File: config.mk
export PLATFORM = sky130hd
export DESIGN_NAME = matrix_shutdown_ctrl
export DESIGN_NICKNAME = d
export VERILOG_FILES = /design/src/hw/matrix_ctrl_pkg.sv /design/src/hw/matrix_shutdown_ctrl.sv
export SDC_FILE = /design/constraint.sdc
export NUM_CORES = 1
export LEC_CHECK = 0
export BUFFER_PORTS_ARGS = -buffer_cell sky130_fd_sc_hd__buf_2
export CORE_MARGIN = 2
export CORE_UTILIZATION = 48
export CTS_CLUSTER_SIZE = 20
export DETAILED_ROUTE_END_ITERATION = 12
export GPL_ROUTABILITY_DRIVEN = 1
export PLACE_DENSITY = 0.84
export RECOVER_POWER = 50
export SLEW_MARGIN = 20
export SYNTH_ARGS = -nofsm -noshare
export SYNTH_HDL_FRONTEND = slang
export SYNTH_SLANG_ARGS = --single-unit
File: constraint.sdc
create_clock -name aclk -period 2.4 [get_ports aclk]
set_clock_uncertainty 0.2 [all_clocks]
set_input_delay 0.36 -clock aclk [delete_from_list [all_inputs] [get_ports aclk]]
set_output_delay 0.36 -clock aclk [all_outputs]
set_load 0.01 [all_outputs]
File: src/hw/matrix_ctrl_pkg.sv
package matrix_ctrl_pkg;

    // ****************************************************
    // Register map (printed offsets are word indexes)
    // ****************************************************
    localparam logic [7:0] IDX_CONFIG = 8'h00;
    localparam logic [7:0] IDX_PULLUP = 8'h0F;
    localparam logic [7:0] IDX_PULLDOWN = 8'h10;
    localparam logic [7:0] IDX_STATUS = 8'h11;
    localparam int ADDR_W = 8;
    localparam int IDX_LSB = 2;

    // ****************************************************
    // Fields and reset values
    // ****************************************************
    localparam int SOFT_SHUTDOWN_BIT = 0;
    localparam logic [7:0] CONFIG_RST = 8'h00;
    localparam logic [7:0] PULLUP_RST = 8'h00;
    localparam logic [7:0] PULLDOWN_RST = 8'h00;

    // ****************************************************
    // Matrix geometry and scan timing
    // ****************************************************
    localparam int NUM_COLS = 12;
    localparam int NUM_ROWS = 8;
    localparam int CLK_PERIOD_NS = 10;
    localparam int SCAN_SLOT_NS = 160;
    localparam int SCAN_SLOT_CYC = (SCAN_SLOT_NS + CLK_PERIOD_NS - 1)
        / CLK_PERIOD_NS;
    localparam logic [7:0] SLOT_LAST = 8'(SCAN_SLOT_CYC - 1);
    localparam logic [3:0] COL_LAST = 4'(NUM_COLS - 1);

    // ****************************************************
    // Bus responses
    // ****************************************************
    localparam logic [1:0] RESP_OKAY = 2'h0;
    localparam logic [1:0] RESP_DECERR = 2'h3;

    // Function registers held by software
    typedef struct packed {
        logic [7:0] config_val;
        logic [7:0] pullup_sel;
        logic [7:0] pulldown_sel;
    } fn_regs_t;

    // Live state shown in the status register
    typedef struct packed {
        logic host_if_reset;
        logic blanked;
        logic soft_shutdown;
        logic hard_shutdown;
    } status_t;

    typedef enum logic [1:0] {WR_IDLE, WR_COMMIT, WR_RESP} wr_state_t;
    typedef enum logic {RD_IDLE, RD_RESP} rd_state_t;

endpackage

File: src/hw/matrix_shutdown_ctrl.sv
`timescale 1ns/100ps
module matrix_shutdown_ctrl
    import matrix_ctrl_pkg::*;
(
    input wire logic aclk,
    input wire logic aresetn,
    input wire logic shutdown_pin_n,
    input wire logic host_if_reset_pin,
    input wire logic [ADDR_W-1:0] s_awaddr,
    input wire logic [2:0] s_awprot,
    input wire logic s_awvalid,
    output logic s_awready,
    input wire logic [31:0] s_wdata,
    input wire logic [3:0] s_wstrb,
    input wire logic s_wvalid,
    output logic s_wready,
    output logic [1:0] s_bresp,
    output logic s_bvalid,
    input wire logic s_bready,
    input wire logic [ADDR_W-1:0] s_araddr,
    input wire logic [2:0] s_arprot,
    input wire logic s_arvalid,
    output logic s_arready,
    output logic [31:0] s_rdata,
    output logic [1:0] s_rresp,
    output logic s_rvalid,
    input wire logic s_rready,
    output logic analog_en,
    output logic [NUM_ROWS-1:0] row_current_outputs,
    output logic [NUM_COLS-1:0] column_switch_outputs,
    output logic [NUM_COLS-1:0] column_pullup_en,
    output logic [NUM_ROWS-1:0] row_pulldown_en,
    output logic [7:0] column_pullup_select,
    output logic [7:0] row_pulldown_select
);

    // ****************************************************
    // State
    // ****************************************************
    fn_regs_t regs_reg;
    fn_regs_t regs_next;
    wr_state_t wr_state_reg;
    wr_state_t wr_state_next;
    rd_state_t rd_state_reg;
    rd_state_t rd_state_next;
    logic aw_held_reg;
    logic aw_held_next;
    logic w_held_reg;
    logic w_held_next;
    logic [ADDR_W-1:0] waddr_reg;
    logic [ADDR_W-1:0] waddr_next;
    logic [7:0] wbyte_reg;
    logic [7:0] wbyte_next;
    logic wen_reg;
    logic wen_next;
    logic awready_reg;
    logic wready_reg;
    logic arready_reg;
    logic bvalid_reg;
    logic rvalid_reg;
    logic [1:0] bresp_reg;
    logic [1:0] bresp_next;
    logic [31:0] rdata_reg;
    logic [31:0] rdata_next;
    logic [1:0] rresp_reg;
    logic [1:0] rresp_next;
    logic [3:0] col_reg;
    logic [3:0] col_next;
    logic [7:0] slot_reg;
    logic [7:0] slot_next;
    logic analog_reg;
    logic [NUM_ROWS-1:0] rows_reg;
    logic [NUM_COLS-1:0] cols_reg;
    logic [NUM_COLS-1:0] cols_next;
    logic [NUM_COLS-1:0] pullup_reg;
    logic [NUM_ROWS-1:0] pulldown_reg;
    status_t status;

    // ****************************************************
    // Mode decode
    // ****************************************************
    // Pin inputs are synchronous; reset pin holds the bus engine idle
    wire if_rst = host_if_reset_pin;
    wire hard_sd = ~shutdown_pin_n;
    wire soft_sd = ~regs_reg.config_val[SOFT_SHUTDOWN_BIT];
    wire blank = hard_sd | soft_sd;

    assign status.host_if_reset = if_rst;
    assign status.blanked = blank;
    assign status.soft_shutdown = soft_sd;
    assign status.hard_shutdown = hard_sd;

    // ****************************************************
    // Write channel
    // ****************************************************
    // Address and data are taken in either order, then committed
    wire aw_take = s_awvalid & awready_reg;
    wire w_take = s_wvalid & wready_reg;
    wire [ADDR_W-1:0] widx = waddr_reg >> IDX_LSB;
    wire w_hit_cfg = (widx == IDX_CONFIG);
    wire w_hit_pu = (widx == IDX_PULLUP);
    wire w_hit_pd = (widx == IDX_PULLDOWN);
    wire w_hit_st = (widx == IDX_STATUS);
    wire w_mapped = w_hit_cfg | w_hit_pu | w_hit_pd | w_hit_st;
    wire commit = (wr_state_reg == WR_COMMIT);

    always_comb begin
        wr_state_next = wr_state_reg;
        aw_held_next = aw_held_reg | aw_take;
        w_held_next = w_held_reg | w_take;
        waddr_next = aw_take ? s_awaddr : waddr_reg;
        wbyte_next = w_take ? s_wdata[7:0] : wbyte_reg;
        wen_next = w_take ? s_wstrb[0] : wen_reg;
        bresp_next = bresp_reg;
        case (wr_state_reg)
            WR_IDLE: begin
                if (aw_held_next && w_held_next) begin
                    wr_state_next = WR_COMMIT;
                end
            end
            WR_COMMIT: begin
                bresp_next = w_mapped ? RESP_OKAY : RESP_DECERR;
                aw_held_next = 1'b0;
                w_held_next = 1'b0;
                wr_state_next = WR_RESP;
            end
            WR_RESP: begin
                if (s_bready) begin
                    wr_state_next = WR_IDLE;
                end
            end
            default: begin
                wr_state_next = WR_IDLE;
            end
        endcase
        if (if_rst) begin
            wr_state_next = WR_IDLE;
            aw_held_next = 1'b0;
            w_held_next = 1'b0;
        end
    end

    // Register file: only bus writes change it, never shutdown
    always_comb begin
        regs_next = regs_reg;
        if (commit && wen_reg && !if_rst) begin
            if (w_hit_cfg) begin
                regs_next.config_val = wbyte_reg;
            end
            if (w_hit_pu) begin
                regs_next.pullup_sel = wbyte_reg;
            end
            if (w_hit_pd) begin
                regs_next.pulldown_sel = wbyte_reg;
            end
        end
    end

    // ****************************************************
    // Read channel
    // ****************************************************
    wire ar_take = s_arvalid & arready_reg;
    wire [ADDR_W-1:0] ridx = s_araddr >> IDX_LSB;
    wire r_hit_cfg = (ridx == IDX_CONFIG);
    wire r_hit_pu = (ridx == IDX_PULLUP);
    wire r_hit_pd = (ridx == IDX_PULLDOWN);
    wire r_hit_st = (ridx == IDX_STATUS);
    wire r_mapped = r_hit_cfg | r_hit_pu | r_hit_pd | r_hit_st;
    wire [7:0] r_byte = r_hit_cfg ? regs_reg.config_val :
        r_hit_pu ? regs_reg.pullup_sel :
        r_hit_pd ? regs_reg.pulldown_sel :
        r_hit_st ? {4'h0, status} : 8'h00;

    always_comb begin
        rd_state_next = rd_state_reg;
        rdata_next = rdata_reg;
        rresp_next = rresp_reg;
        case (rd_state_reg)
            RD_IDLE: begin
                if (ar_take) begin
                    rdata_next = {24'h000000, r_byte};
                    rresp_next = r_mapped ? RESP_OKAY : RESP_DECERR;
                    rd_state_next = RD_RESP;
                end
            end
            RD_RESP: begin
                if (s_rready) begin
                    rd_state_next = RD_IDLE;
                end
            end
            default: begin
                rd_state_next = RD_IDLE;
            end
        endcase
        if (if_rst) begin
            rd_state_next = RD_IDLE;
        end
    end

    // ****************************************************
    // Matrix scan and blanking
    // ****************************************************
    // Scan restarts from column 0 whenever the matrix is blanked
    wire slot_end = (slot_reg == SLOT_LAST);
    assign slot_next = (blank || slot_end) ? 8'h00 : slot_reg + 8'h01;
    assign col_next = blank ? 4'h0 :
        !slot_end ? col_reg :
        (col_reg == COL_LAST) ? 4'h0 : col_reg + 4'h1;

    // One column switch on per slot, none while blanked
    genvar gc;
    generate
        for (gc = 0; gc < NUM_COLS; gc++) begin : g_col
            assign cols_next[gc] = !blank && (col_next == 4'(gc));
        end
    endgenerate

    // ****************************************************
    // Registers
    // ****************************************************
    always_ff @(posedge aclk) begin
        if (!aresetn) begin
            regs_reg <= '{CONFIG_RST, PULLUP_RST, PULLDOWN_RST};
            wr_state_reg <= WR_IDLE;
            rd_state_reg <= RD_IDLE;
            aw_held_reg <= 1'b0;
            w_held_reg <= 1'b0;
            waddr_reg <= '0;
            wbyte_reg <= 8'h00;
            wen_reg <= 1'b0;
            bresp_reg <= RESP_OKAY;
            rdata_reg <= 32'h00000000;
            rresp_reg <= RESP_OKAY;
        end else begin
            regs_reg <= regs_next;
            wr_state_reg <= wr_state_next;
            rd_state_reg <= rd_state_next;
            aw_held_reg <= aw_held_next;
            w_held_reg <= w_held_next;
            waddr_reg <= waddr_next;
            wbyte_reg <= wbyte_next;
            wen_reg <= wen_next;
            bresp_reg <= bresp_next;
            rdata_reg <= rdata_next;
            rresp_reg <= rresp_next;
        end
    end

    // Ready and valid flags are registered copies of the next state
    always_ff @(posedge aclk) begin
        if (!aresetn) begin
            awready_reg <= 1'b0;
            wready_reg <= 1'b0;
            arready_reg <= 1'b0;
            bvalid_reg <= 1'b0;
            rvalid_reg <= 1'b0;
        end else begin
            bvalid_reg <= (wr_state_next == WR_RESP);
            rvalid_reg <= (rd_state_next == RD_RESP);
            awready_reg <= (wr_state_next == WR_IDLE) && !aw_held_next
                && !if_rst;
            wready_reg <= (wr_state_next == WR_IDLE) && !w_held_next
                && !if_rst;
            arready_reg <= (rd_state_next == RD_IDLE) && !if_rst;
        end
    end

    // Analog enable, drivers and pull resistors
    always_ff @(posedge aclk) begin
        if (!aresetn) begin
            slot_reg <= 8'h00;
            col_reg <= 4'h0;
            analog_reg <= 1'b0;
            rows_reg <= '0;
            cols_reg <= '0;
            pullup_reg <= '0;
            pulldown_reg <= '0;
        end else begin
            slot_reg <= slot_next;
            col_reg <= col_next;
            analog_reg <= !hard_sd;
            rows_reg <= {NUM_ROWS{!blank}};
            cols_reg <= cols_next;
            pullup_reg <= ~cols_next & {NUM_COLS{!hard_sd}};
            pulldown_reg <= {NUM_ROWS{blank && !hard_sd}};
        end
    end

    // ****************************************************
    // Outputs
    // ****************************************************
    assign s_awready = awready_reg;
    assign s_wready = wready_reg;
    assign s_bvalid = bvalid_reg;
    assign s_bresp = bresp_reg;
    assign s_arready = arready_reg;
    assign s_rvalid = rvalid_reg;
    assign s_rdata = rdata_reg;
    assign s_rresp = rresp_reg;
    assign analog_en = analog_reg;
    assign row_current_outputs = rows_reg;
    assign column_switch_outputs = cols_reg;
    assign column_pullup_en = pullup_reg;
    assign row_pulldown_en = pulldown_reg;
    assign column_pullup_select = regs_reg.pullup_sel;
    assign row_pulldown_select = regs_reg.pulldown_sel;

endmodule

==> flow_metrics.env <==
export IMPL_ys_warn_count=0
export IMPL_die_h_um=96.6
export IMPL_p_leak_nw=1.88
export IMPL_r2r_end="column_switch_outputs[0]"
export IMPL_ctsHoldBuffers=0
export IMPL_dpl_cell_area_mm2=0.00441
export IMPL_yosysMostFrequentCell="dfxtp_1"
export IMPL_ioPinCount=165
export IMPL_ys_top_cells_by_count="97 x dfxtp_1, 56 x buf_4, 36 x nand2_1, 33 x nor2_1, 29 x nor2b_1"
export IMPL_path_max_fanout=8
export IMPL_drv_slew=0
export IMPL_drc=0
export IMPL_layout_drive_gt1_share_pct=15.6
export IMPL_dieWidth_um=96.6
export IMPL_htree_levels=3
export IMPL_areaGrowthSynthToFinish_pct=9.61
export IMPL_yosys_area_top_type="dfxtp_1"
export IMPL_wl_per_cell_um=14.3
export IMPL_row_count=33
export IMPL_fin_setup_tns_ns=0
export IMPL_gp_congestion=0.802
export IMPL_clock_latency_ns=0.36
export IMPL_synth_top_cell_area_share_pct=47.2
export IMPL_cts_tree="built"
export IMPL_power_mw=2.83
export IMPL_port_buffers=103
export IMPL_dpl_hpwl_um=6490
export IMPL_synthFlopType="dfxtp_1"
export IMPL_critPathLaunchType="register"
export IMPL_syn_area_per_cell_um2=9.42
export IMPL_hold_class="input pin to register"
export IMPL_vias=3154
export IMPL_r2r_setup_slack_ns=0.22
export IMPL_max_cap_violations=0
export IMPL_ir_drop_mv=0.372
export IMPL_synth_edf_count=0
export IMPL_insertedDiodeCount=0
export IMPL_max_freq_mhz=458
export IMPL_fin_ws_ns=0.217
export IMPL_fin_cells=618
export IMPL_cts_resized=0
export IMPL_antenna_found_initial=0
export IMPL_grt_pass1_vias=2874
export IMPL_fin_area_mm2=0.00451
export IMPL_layout_nets=577
export IMPL_routed_wl_um=8830
export IMPL_setup_violations=0
export IMPL_grt_max_degree=27
export IMPL_crit_path_end_kind="register"
export IMPL_cp_arrival_ns=2.24
export IMPL_viasPerCell=5.10
export IMPL_grt_pass1_wl_um=13800
export IMPL_rsz0062_at_grt="false"
export IMPL_synth_cell_area_mm2=0.00412
export IMPL_dp_worst_setup_slack_ns=0.152
export IMPL_synthDistinctLibCells=45
export IMPL_clkSinkCount=97
export IMPL_max_slew_margin_rel_pct=37.1
export IMPL_required_ns=2.45
export IMPL_startpoint="slot_reg[0]"
export IMPL_synth_seq_cells=97
export IMPL_clkTransAtPathRegs_ns=0.10
export IMPL_start_util_pct=49.8
export IMPL_ys_seq_area_share_pct=47.2
export IMPL_powerDensity_mw_per_mm2=628
export IMPL_cts_buffer_depth=2
export IMPL_whs_ns=0.0379
export IMPL_postRouteAntennaNets=0
export IMPL_finalHoldViolations=0
export IMPL_grt_ovfl_total=0
export IMPL_status="finished, final reports clean"
export IMPL_fin_util_pct=54.6
export IMPL_die_area_mm2=0.00933
export IMPL_worst_slew_pin_slew_ns=0.944
export IMPL_r2r_worst_path_cells=6
export IMPL_synth_area_leaders="dfxtp_1 47%, buf_4 10%, mux2i_1 6.1%"
export IMPL_cts_setup_buffers=0
export IMPL_endpoint="column_switch_outputs[0]"
export IMPL_async_reset_ff_share_pct=0
export IMPL_netlist_instances=437
export IMPL_period_share_pct=91.0
export IMPL_fin_crit_ns=2.18
export IMPL_crit_type="register to register"
export IMPL_track_usage_pct=19.4
export IMPL_placed_cells=602
export IMPL_drt_iter0_drc=281
export IMPL_cts_buffers=9
export IMPL_cts_root_buf="clkbuf_8"
export IMPL_coreArea_mm2=0.00826
export IMPL_r2r_start="slot_reg[0]"
export IMPL_dr_pass1_iters=5
-- cell usage in the layout, fill, tap and decap left out, drive strengths merged, types with 2 or more instances in the layout --
| master | n |
|---|---|
| nand2b | 3 |
| nand3 | 15 |
| nor2 | 33 |
| or2 | 2 |
| a21oi | 19 |
| nand4 | 2 |
| inv | 11 |
| or3 | 3 |
| xnor2 | 4 |
| and2 | 5 |
| clkinv | 3 |
| a31oi | 4 |
| dfxtp | 97 |
| and3 | 8 |
| nor3 | 9 |
| nand3b | 2 |
| a311oi | 2 |
| a221oi | 5 |
| mux2i | 27 |
| conb | 24 |
| clkbuf | 70 |
| buf | 49 |
| o21ai | 13 |
| nand2 | 37 |
| a222oi | 3 |
| nor2b | 29 |
| ha | 2 |
| xor2 | 2 |
| or4 | 4 |
| a21boi | 16 |
-- layout make-up --
| type | instances | area [um2] |
|---|---|---|
| fillers | 761 | 3750 |
| repair buffers | 110 | 480 |
| flip-flops and latches | 97 | 1940 |
| multi-input cells | 282 | 1740 |
| clock inverters | 7 | 61.3 |
| inverters | 8 | 30.0 |
| clock buffers | 9 | 124 |
| well taps | 105 | 131 |
-- worst min-delay path by stage --
stage                start  cells after the start            to  slack, ns
6_report        s_wdata[1]                      3  wbyte_reg[1]       0.04
5_1_grt         s_wdata[1]                      3  wbyte_reg[1]       0.02
4_1_cts         s_wdata[1]                      3  wbyte_reg[1]       0.02
3_5_place_dp       wen_reg                      2       wen_reg       0.27
3_3_place_gp   slot_reg[0]                      1   slot_reg[0]       0.23
2_1_floorplan  slot_reg[0]                      1   slot_reg[0]       0.22
-- where the power goes --
group	switching (mW)	total [mW]	leakage, nW	internal (mW)
clock network	0.606	1.00	0.0936	0.397
logic	0.108	0.171	1.00	0.0627
registers	0.0196	1.66	0.788	1.64
-- cell families after synthesis --
| logic type | Yosys count | synth area share, % |
|---|---|---|
| xor gates and xnor gates | 6 | 1.28 |
| buffers and inverters | 81 | 12.6 |
| adders and majority gates | 2 | 0.608 |
| DFF | 97 | 47.2 |
| other | 1 | 0.0911 |
| AOI/OAI and AO/OA | 69 | 11.6 |
| muxes | 27 | 7.18 |
| and+or+nand+nor | 154 | 19.4 |
-- worst max-delay path, cell delays in order (launching register included) --
cell      delay, ns
dfxtp_1        0.35
ha_1           0.24
and3_2         0.29
and2_1         0.21
a311oi_4       0.34
o21ba_2        0.26
and3_1         0.18
-- layer usage --
layer  global-route usage [%]  wire length (um)
met5                        0                 0
met4                     7.16               148
met3                     4.97               607
met2                     31.5              4290
met1                     24.9              3780
(Power assumes the default switching activity.)
